### config.mk
export PLATFORM = sky130hd
export DESIGN_NAME = ddc_input_capture_sync
export DESIGN_NICKNAME = d
export VERILOG_FILES = /design/src/logic/ddc_capture_pkg.sv /design/src/logic/capture_fifo.sv /design/src/logic/ddc_input_capture_sync.sv
export SDC_FILE = /design/constraint.sdc
export NUM_CORES = 2
export LEC_CHECK = 0
export BUFFER_PORTS_ARGS = -buffer_cell sky130_fd_sc_hd__buf_2
export CAP_MARGIN = 20
export CORE_UTILIZATION = 45
export DETAILED_ROUTE_END_ITERATION = 8
export SLEW_MARGIN = 20
export SYNTH_ARGS = -nofsm -noshare
export SYNTH_HDL_FRONTEND = slang
export SYNTH_SLANG_ARGS = --single-unit
### constraint.sdc
create_clock -name clk -period 21.2 [get_ports clk]
set_input_delay 3.18 -clock clk [delete_from_list [all_inputs] [get_ports clk]]
set_output_delay 3.18 -clock clk [all_outputs]
set_load 0.02 [all_outputs]
### src/logic/ddc_capture_pkg.sv
// Purpose: shared constants for the four-bus sample capture front end
// Assumes: 17-bit sample buses, two global sync inputs, four response targets
// Notes: all field positions and select codes live here; reset values stay in the modules
package ddc_capture_pkg;
	// sample and bus geometry
	localparam int SampleWidth = 17;
	localparam int NumBuses = 4;
	localparam int BusA = 0;
	localparam int BusB = 1;
	localparam int BusC = 2;
	localparam int BusD = 3;
	// position of the bit-order reverse flag in indirect location zero
	localparam int BitReversePos = 4;
	localparam logic [15:0] IndirectLocZero = 16'h0000;
	// sync response targets: one enable bit per target per sync input
	localparam int NumTargets = 4;
	localparam int TgtNco = 0;
	localparam int TgtDecim = 1;
	localparam int TgtFilter = 2;
	localparam int TgtOutput = 3;
	// sync output source select
	localparam logic [1:0] SyncSrcSoft = 2'h0;
	localparam logic [1:0] SyncSrcIn1 = 2'h1;
	localparam logic [1:0] SyncSrcIn2 = 2'h2;
	// internal loopback target select
	localparam logic [1:0] LoopNone = 2'h0;
	localparam logic [1:0] LoopIn1 = 2'h1;
	localparam logic [1:0] LoopIn2 = 2'h2;
	// sync output pulse length in clk cycles
	localparam int SyncPulseCycles = 2;
	// capture fifo shape
	localparam int FifoDepth = 16;
	// capture state per bus
	typedef enum logic [2:0]
	{
		CapIdle = 3'h1,
		CapArmed = 3'h2,
		CapHalted = 3'h4
	} cap_state_e;
endpackage

### src/logic/capture_fifo.sv
// Purpose: synchronous valid/ready fifo for captured samples
// Assumes: single clock, write and read in the same cycle allowed
// Notes: full and empty are exact; ready on the fill side is not full
`timescale 1ns/1ns
module capture_fifo
#(
	parameter int Width = 17,
	parameter int Depth = 16
)
(
	// clock and reset
	input wire logic clk,
	input wire logic sys_rst,
	// fill side
	input wire logic inValid,
	output logic inReady,
	input wire logic [Width-1:0] inData,
	// drain side
	output logic outValid,
	input wire logic outReady,
	output logic [Width-1:0] outData
);
	localparam int Aw = $clog2(Depth);
	// elaboration check: pointer wrap needs a power-of-two depth
	if (Depth < 2 || (1 << Aw) != Depth)
	begin : g_bad_depth
		$error("capture_fifo depth must be a power of two, at least 2");
	end
	// storage array
	logic [Width-1:0] mem [Depth];
	logic [Aw:0] wrPtr_q;
	logic [Aw:0] rdPtr_q;
	wire isFull = (wrPtr_q[Aw] != rdPtr_q[Aw]) && (wrPtr_q[Aw-1:0] == rdPtr_q[Aw-1:0]);
	wire isEmpty = (wrPtr_q == rdPtr_q);
	wire doWrite = inValid && !isFull;
	wire doRead = outReady && !isEmpty;
	assign inReady = !isFull;
	assign outValid = !isEmpty;
	assign outData = mem[rdPtr_q[Aw-1:0]];
	// storage write, no reset needed on data
	always_ff @(posedge clk)
	begin
		if (doWrite)
			mem[wrPtr_q[Aw-1:0]] <= inData;
	end
	// pointers
	always_ff @(posedge clk or posedge sys_rst)
	begin
		if (sys_rst)
		begin
			wrPtr_q <= '0;
			rdPtr_q <= '0;
		end
		else
		begin
			if (doWrite)
				wrPtr_q <= wrPtr_q + 1'b1;
			if (doRead)
				rdPtr_q <= rdPtr_q + 1'b1;
		end
	end
endmodule

### src/logic/ddc_input_capture_sync.sv
// Purpose: sample capture, clock selection and sync control of a four-bus converter front end
// Assumes: clk is the processing clock; bus clocks, enables, data, syncs and reset_n are pins
// Notes: bus clocks are sampled as levels and their edges found on clk
`timescale 1ns/1ns
module ddc_input_capture_sync
	import ddc_capture_pkg::*;
#(
	parameter int Width = ddc_capture_pkg::SampleWidth,
	parameter int Depth = ddc_capture_pkg::FifoDepth
)
(
	// clock and reset
	input wire logic clk,
	input wire logic sys_rst,
	// device reset pin, active low
	input wire logic resetPin_n,
	// sample bus pins
	input wire logic [ddc_capture_pkg::NumBuses*Width-1:0] busData,
	input wire logic [ddc_capture_pkg::NumBuses-1:0] bus_enable_n,
	input wire logic [ddc_capture_pkg::NumBuses-1:0] busClk,
	// capture configuration
	input wire logic [ddc_capture_pkg::NumBuses-1:0] edgeFalling,
	input wire logic [ddc_capture_pkg::NumBuses-1:0] useMasterClk,
	input wire logic [ddc_capture_pkg::NumBuses-1:0] interpMode,
	input wire logic [15:0] indirectWordAddr,
	input wire logic [15:0] indirectWordData,
	input wire logic indirectWrite,
	// sync inputs and configuration
	input wire logic global_sync_in_1,
	input wire logic global_sync_in_2,
	input wire logic [ddc_capture_pkg::NumTargets-1:0] syncRespEn1,
	input wire logic [ddc_capture_pkg::NumTargets-1:0] syncRespEn2,
	input wire logic [1:0] syncOutSrc,
	input wire logic softSync,
	input wire logic [1:0] loopSel,
	// sync actions and sync output
	output logic [ddc_capture_pkg::NumTargets-1:0] syncAction,
	output logic sync_output,
	// sample stream out
	output logic [ddc_capture_pkg::NumBuses-1:0] sampleValid,
	input wire logic [ddc_capture_pkg::NumBuses-1:0] sampleReady,
	output logic [ddc_capture_pkg::NumBuses*Width-1:0] sampleData,
	// status
	output logic [ddc_capture_pkg::NumBuses-1:0] overflow,
	output logic halted,
	output logic [ddc_capture_pkg::NumBuses-1:0] bitReverse
);
	// elaboration check: order reversal and fifo are sized for up to 32 bits
	if (Width < 1 || Width > 32)
	begin : g_bad_width
		$error("sample width out of range");
	end

	// bit reversal, used on every bus
	function automatic logic [Width-1:0] revBits(input logic [Width-1:0] v);
		logic [Width-1:0] r;
		r = '0;
		for (int i = 0; i < Width; i++)
			r[i] = v[Width-1-i];
		return r;
	endfunction

	// two-flop synchronisers for reset pin and sync inputs
	logic [2:0] ctlMeta_q;
	logic [2:0] ctlSync_q;
	always_ff @(posedge clk or posedge sys_rst)
	begin
		if (sys_rst)
		begin
			// idle pin levels: reset pin released, syncs low, so no false rise after reset
			ctlMeta_q <= 3'h4;
			ctlSync_q <= 3'h4;
		end
		else
		begin
			ctlMeta_q <= {resetPin_n, global_sync_in_2, global_sync_in_1};
			ctlSync_q <= ctlMeta_q;
		end
	end
	wire resetPinSync_n = ctlSync_q[2];
	wire sync2Lvl = ctlSync_q[1];
	wire sync1Lvl = ctlSync_q[0];

	wire haltNow = !resetPinSync_n;

	// configuration held in indirect location zero, defaults on reset pin
	logic [NumBuses-1:0] bitReverse_q;
	wire cfgWrite = indirectWrite && (indirectWordAddr == IndirectLocZero);
	always_ff @(posedge clk or posedge sys_rst)
	begin
		if (sys_rst)
			bitReverse_q <= '0;
		else if (haltNow)
			bitReverse_q <= '0;
		else if (cfgWrite)
			bitReverse_q <= {NumBuses{indirectWordData[BitReversePos]}};
	end
	assign bitReverse = bitReverse_q;

	// sync output pulse generation
	logic prevSoft_q;
	logic prevS1_q;
	logic prevS2_q;
	logic [1:0] pulseCnt_q;
	logic syncOut_q;
	wire softRise = softSync && !prevSoft_q;
	wire s1Rise = sync1Lvl && !prevS1_q;
	wire s2Rise = sync2Lvl && !prevS2_q;
	wire outTrig = (syncOutSrc == SyncSrcSoft) ? softRise :
		(syncOutSrc == SyncSrcIn1) ? s1Rise :
		(syncOutSrc == SyncSrcIn2) ? s2Rise : 1'b0;
	// sync output pulse stretcher
	always_ff @(posedge clk or posedge sys_rst)
	begin
		if (sys_rst)
		begin
			prevSoft_q <= 1'b0;
			pulseCnt_q <= '0;
			syncOut_q <= 1'b0;
		end
		else
		begin
			prevSoft_q <= softSync;
			if (outTrig && !haltNow)
				pulseCnt_q <= 2'(SyncPulseCycles);
			else if (pulseCnt_q != '0)
				pulseCnt_q <= pulseCnt_q - 2'h1;
			syncOut_q <= (outTrig && !haltNow) || (pulseCnt_q > 2'h1);
		end
	end
	assign sync_output = syncOut_q;

	wire eff1 = sync1Lvl || ((loopSel == LoopIn1) && syncOut_q);
	wire eff2 = sync2Lvl || ((loopSel == LoopIn2) && syncOut_q);
	logic prevE1_q;
	logic prevE2_q;
	wire e1Rise = eff1 && !prevE1_q;
	wire e2Rise = eff2 && !prevE2_q;
	wire [NumTargets-1:0] actNext = ({NumTargets{e1Rise}} & syncRespEn1) |
		({NumTargets{e2Rise}} & syncRespEn2);
	logic [NumTargets-1:0] syncAction_q;
	// sync edge and action registers
	always_ff @(posedge clk or posedge sys_rst)
	begin
		if (sys_rst)
		begin
			prevS1_q <= 1'b0;
			prevS2_q <= 1'b0;
			prevE1_q <= 1'b0;
			prevE2_q <= 1'b0;
			syncAction_q <= '0;
		end
		else
		begin
			prevS1_q <= sync1Lvl;
			prevS2_q <= sync2Lvl;
			prevE1_q <= eff1;
			prevE2_q <= eff2;
			syncAction_q <= haltNow ? '0 : actNext;
		end
	end
	assign syncAction = syncAction_q;

	// halted status flop
	logic halted_q;
	always_ff @(posedge clk or posedge sys_rst)
	begin
		if (sys_rst)
			halted_q <= 1'b1;
		else
			halted_q <= haltNow;
	end
	assign halted = halted_q;

	// all bus clocks synchronised once; the bus C copy is shared as master
	logic [NumBuses-1:0] clkMeta_q;
	logic [NumBuses-1:0] clkSync_q;
	logic [NumBuses-1:0] clkPrev_q;
	always_ff @(posedge clk or posedge sys_rst)
	begin
		if (sys_rst)
		begin
			clkMeta_q <= '0;
			clkSync_q <= '0;
			clkPrev_q <= '0;
		end
		else
		begin
			clkMeta_q <= busClk;
			clkSync_q <= clkMeta_q;
			clkPrev_q <= clkSync_q;
		end
	end

	// per-bus capture lanes
	// per-lane results gathered as nets, one slice per lane
	wire [NumBuses-1:0] laneOvf;
	wire [NumBuses-1:0] laneValid;
	wire [NumBuses*Width-1:0] laneData;
	genvar b;
	generate
		for (b = 0; b < NumBuses; b++)
		begin : g_bus
			// data and enable synchronisers; the source holds them across the edge
			logic [Width-1:0] dMeta_q;
			logic [Width-1:0] dSync_q;
			logic enMeta_q;
			logic enSync_q;
			logic [Width-1:0] held_q;
			logic pushValid_q;
			logic [Width-1:0] pushData_q;
			cap_state_e state_q;
			wire pushReady;
			logic ovf_q;
			logic fifoValid;
			logic [Width-1:0] fifoData;
			logic outValid_q;
			logic [Width-1:0] outData_q;
			// the slice takes a word when empty or when its own word leaves this cycle
			wire sliceRoom = !outValid_q || sampleReady[b];
			wire sliceTake = fifoValid && sliceRoom;
			// clock select, bus C always master
			wire selClk = (b == BusC || useMasterClk[b]) ? clkSync_q[BusC] : clkSync_q[b];
			wire selPrev = (b == BusC || useMasterClk[b]) ? clkPrev_q[BusC] : clkPrev_q[b];
			wire capEdge = edgeFalling[b] ? (selPrev && !selClk) : (!selPrev && selClk);
			wire enAct = !enSync_q;
			wire [Width-1:0] rawIn = busData[b*Width +: Width];
			wire [Width-1:0] ordered = bitReverse_q[b] ? revBits(dSync_q) : dSync_q;
			// interpolated mode repeats last sample while disabled
			wire takeNew = capEdge && enAct;
			wire takeRep = capEdge && !enAct && interpMode[b];
			wire running = (state_q == CapArmed);
			// input synchronisers
			always_ff @(posedge clk or posedge sys_rst)
			begin
				if (sys_rst)
				begin
					dMeta_q <= '0;
					dSync_q <= '0;
					enMeta_q <= 1'b1;
					enSync_q <= 1'b1;
				end
				else
				begin
					dMeta_q <= rawIn;
					dSync_q <= dMeta_q;
					enMeta_q <= bus_enable_n[b];
					enSync_q <= enMeta_q;
				end
			end
			// lane state: halted while the reset pin is low
			always_ff @(posedge clk or posedge sys_rst)
			begin
				if (sys_rst)
					state_q <= CapHalted;
				else
				begin
					unique case (state_q)
						CapHalted: state_q <= haltNow ? CapHalted : CapIdle;
						CapIdle: state_q <= haltNow ? CapHalted : CapArmed;
						CapArmed: state_q <= haltNow ? CapHalted : CapArmed;
						default: state_q <= CapHalted;
					endcase
				end
			end
			always_ff @(posedge clk or posedge sys_rst)
			begin
				if (sys_rst)
				begin
					pushValid_q <= 1'b0;
					pushData_q <= '0;
					held_q <= '0;
				end
				else
				begin
					pushValid_q <= running && (takeNew || takeRep);
					if (takeNew)
						held_q <= ordered;
					pushData_q <= takeNew ? ordered : held_q;
				end
			end
			// sticky overflow, set wins over halt clear
			always_ff @(posedge clk or posedge sys_rst)
			begin
				if (sys_rst)
					ovf_q <= 1'b0;
				else if (pushValid_q && !pushReady)
					ovf_q <= 1'b1;
				else if (haltNow)
					ovf_q <= 1'b0;
			end
			capture_fifo #(.Width(Width), .Depth(Depth)) u_fifo
			(
				.clk(clk),
				.sys_rst(sys_rst),
				.inValid(pushValid_q),
				.inReady(pushReady),
				.inData(pushData_q),
				.outValid(fifoValid),
				.outReady(sliceRoom),
				.outData(fifoData)
			);
			// output slice keeps the stream ports on flops; it costs one cycle
			// and holds one word beyond the fifo depth
			always_ff @(posedge clk or posedge sys_rst)
			begin
				if (sys_rst)
				begin
					outValid_q <= 1'b0;
					outData_q <= '0;
				end
				else
				begin
					// a stalled word stays put, otherwise the next fifo word moves up
					outValid_q <= fifoValid || (outValid_q && !sampleReady[b]);
					if (sliceTake)
						outData_q <= fifoData;
				end
			end
			assign laneOvf[b] = ovf_q;
			assign laneValid[b] = outValid_q;
			assign laneData[b*Width +: Width] = outData_q;
		end
	endgenerate
	assign overflow = laneOvf;
	assign sampleValid = laneValid;
	assign sampleData = laneData;
endmodule

==> summary.md <==
| Metric | Value |
|---|---|
| Top post-synthesis cells by count | edfxtp_1 (1088), dfrtp_1 (361), mux4_2 (239) |
| Initial core utilization | 0.454 |
| Initial antenna violation count | 10 |
| Synth Flop Type | edfxtp_1 |
| Worst setup path end | bitReverse[3] |
| Power Density | 127 nW/um2 |
| Dpl ws | 15.53 ns |
| Worst Hold Slack | 0.331 ns |
| Fin crit share | 0.262 |
| Leak | 0.0222 uW |
| Setup-failing EPs final | 0 |
| Max Clk Rate | between 150 and 200 MHz |
| Synth async-reset ratio | 0.257 |
| PortBufs | 212 |
| Slew HR | 0.228 |
| CP Capture Type | primary output |
| Crit path max-delay family | buffers and inverters |
| Outcome | completed |
| WL per Instance | 25.4 um |
| WP buf/inv | 2 |
| I/O pins | 229 |
| Placed cells | roughly 4500 |
| Root Buffer | clkbuf_16 |
| Critical-path top delay cell | buf_4 |
| Crit Path Class | register to primary output |
| HP Class | register to register |
| Final hold violation count | 0 |
| Worst-Skew Late Latency | between 0.7 and 0.8 ns |
| Grt ovf | 0 |
| Rows | 128 |
| Final core utilization | 0.521 |
| Crit-path max cell delay | 0.67 ns |
| Worst slew pin tran | 1.15 ns |
| Final WL | 120 mm |
| Clk slew on worst S/H paths | ~0.060 ns |
| Synth unique cells | 46 |
| Post-Syn Nets | ~2900 |
| Synthesized flop and latch total | 1464 |
| Post-Syn Area per Cell | roughly 20 um2 |
| R2R setup slack | 17.82 ns |
| Cts repair resizes | 0 |
| Die height | 352 um |
| CTS Hold Bufs | 0 |
| Unrepaired setup endpoints after global routing | no |
| DRC | 0 |
| Share of post-route cells with drive strength above 1 | 0.313 |
| Fillers | 9569 |
| CTS tree | built |
| Clk buf depth | 3 |
| RR Startpoint | g_bus[3].u_fifo.rdPtr_q[2] |
| Min cycle time layout | approximately 5.6 ns |
| Pre-antenna DRT Iters | 7 |
| # clock sinks | roughly 1500 |
| Final setup margin | about 16 ns |
| Syn Std Cell Area | 55200 um2 |
| First-pass GRT wire length | 181 mm |
| CTS buffer count | 151 |
| Final Skew | 0.0202 ns |
| Placeable Area | 122000 um2 |
| Number of DRC markers in iteration 0 | 2393 |
| Vias in the first global route | 27679 |
| Max-cap violations | 0 |
| Data required, critical path | 18.02 ns |
| Setup TNS | 0 ns |
| Multi-input gate area | roughly 13000 um2 |
| Crit start category | register |
| Post-CTS setup buffers | 0 |
| Final net count | 3144 |
| Sequence of cells on the critical path | buf_4 -> buf_2 |
| Via count | 26436 |
| Area contributors post-synth | edfxtp_1 (59%), dfrtp_1 (16%), mux4_2 (9.7%) |
| Register Area | 42100 um2 |
| Worst-path maximum fanout | 52 |
| Final ANT Viol Nets | 0 |
| Finished Layout Cells | ~4700 |
| Worst path depth | 2 |
| Vias per inst | roughly 5.6 |
| Largest net degree at the start of global routing | 156 |
| Slew Limit Fails | 0 |
| P&R area growth vs syn | 14.8% |
| Maximum VDD drop | 0.0000793 V |
| GP Congestion | 0.803 |
| Register area share after synthesis | 0.762 |
| Worst Setup SP | bitReverse[2] |
| Post-synth EDFFs | 1088 |
| Most frequent cell after synthesis | edfxtp_1 |
| Synthesized instance count | 2707 |
| Yosys Warn Count | 0 |
| GRT Util Overall | 0.197 |
| R2r worst-path depth | 6 |
| Yosys top cell area share | 0.592 |
| Dominant cell type by area after synthesis | edfxtp_1 |
| Die area | 124000 um2 |
| FF-to-FF End | g_bus[3].u_fifo.mem[0][5] |
| H-tree depth | 4 |
| Die width | 352 um |
| Post-DP HPWL | roughly 69 mm |
| Worst Path Arrival | 2.38 ns |
[through the flow]
stage          area [um2]  power (uW)
5_1_grt             63400        8390
4_1_cts             63400        8150
2_1_floorplan       55200        4910
3_3_place_gp        58200        5410
6_report            63400        8040
3_5_place_dp        58300        5480
[power breakdown]
group	switching, uW	leakage (uW)	internal [uW]
clock network	1100	0.00248	1560
registers	287	0.0142	3380
logic	894	0.00553	820
[cell families (layout without fill, tap and decap cells)]
| logic type | count (synthesis) | after routing | synth area share |
|---|---|---|---|
| mux | 519 | 519 | 0.153 |
| flops | 1464 | 1464 | 0.762 |
| compound gates | 222 | 222 | 0.0299 |
| other cells | 0 | 5 | 0 |
| buf+inv | 178 | 581 | 0.0148 |
| simple gates | 241 | 241 | 0.0252 |
| xor+xnor | 61 | 61 | 0.00967 |
| fa+ha+maj | 22 | 22 | 0.00498 |
[registers in the layout (all words and copies together), names as in the netlist, 12 cells and up]
signal,flops
g_bus.dMeta_q,68
g_bus.dSync_q,68
g_bus.outData_q,68
g_bus.pushData_q,68
g_bus.state_q,12
g_bus.u_fifo.mem,1088
g_bus.u_fifo.rdPtr_q,20
g_bus.u_fifo.wrPtr_q,20
[worst min path at each step]
stage / slack [ns] / cells past startpoint / end / startpoint
3_3_place_gp: 0.34 / 0 / g_bus[1].dSync_q[7] / g_bus[1].dMeta_q[7]
2_1_floorplan: 0.33 / 0 / clkSync_q[0] / clkMeta_q[0]
6_report: 0.33 / 0 / g_bus[1].dSync_q[3] / g_bus[1].dMeta_q[3]
4_1_cts: 0.33 / 0 / g_bus[1].dSync_q[3] / g_bus[1].dMeta_q[3]
5_1_grt: 0.35 / 0 / g_bus[1].dSync_q[3] / g_bus[1].dMeta_q[3]
3_5_place_dp: 0.33 / 0 / ctlSync_q[0] / ctlMeta_q[0]
[final cells by class]
type,instances,area share
Multi-Input combinational cell,1065,0.197
Clock buffer,210,0.0671
Tap cell,1625,0.0321
Antenna cell,5,0.000197
Clock inverter,74,0.0128
Inverter,20,0.00130
Timing Repair Buffer,277,0.0248
Sequential cell,1464,0.664
[metal layers]
metal | track usage | vias up | wire length (um)
li1 | - | 11448 | -
met1 | 0.281 | 14085 | 52900
met2 | 0.314 | 721 | 58400
met3 | 0.0350 | 176 | 6660
met4 | 0.0559 | 6 | 2370
met5 | 0 | - | 32
[layout by cell type (no fill, tap or decap), types with 6 or more instances in the layout]
cell and instances:
a21oi_1 19, a221oi_1 17, a22o_1 21, a22oi_1 123
and2_1 6, and3_1 23, and4_1 7, and4b_1 15
and4b_2 9, buf_2 212, buf_4 62, bufinv_16 12
clkbuf_1 37, clkbuf_16 154, clkbuf_8 19, clkinv_1 15
clkinv_2 24, dfrtp_1 352, dfstp_2 15, edfxtp_1 1088
ha_1 22, inv_1 18, inv_6 7, mux2_1 39
mux2_2 154, mux2i_1 84, mux4_2 239, nand2_1 60
nand2b_1 16, nor2_1 42, nor2b_1 6, nor3_1 7
nor4b_2 8, o211ai_1 21, o21a_1 9, xnor2_1 53
xor2_1 8
Note: power is estimated with default switching activity, not from simulation.
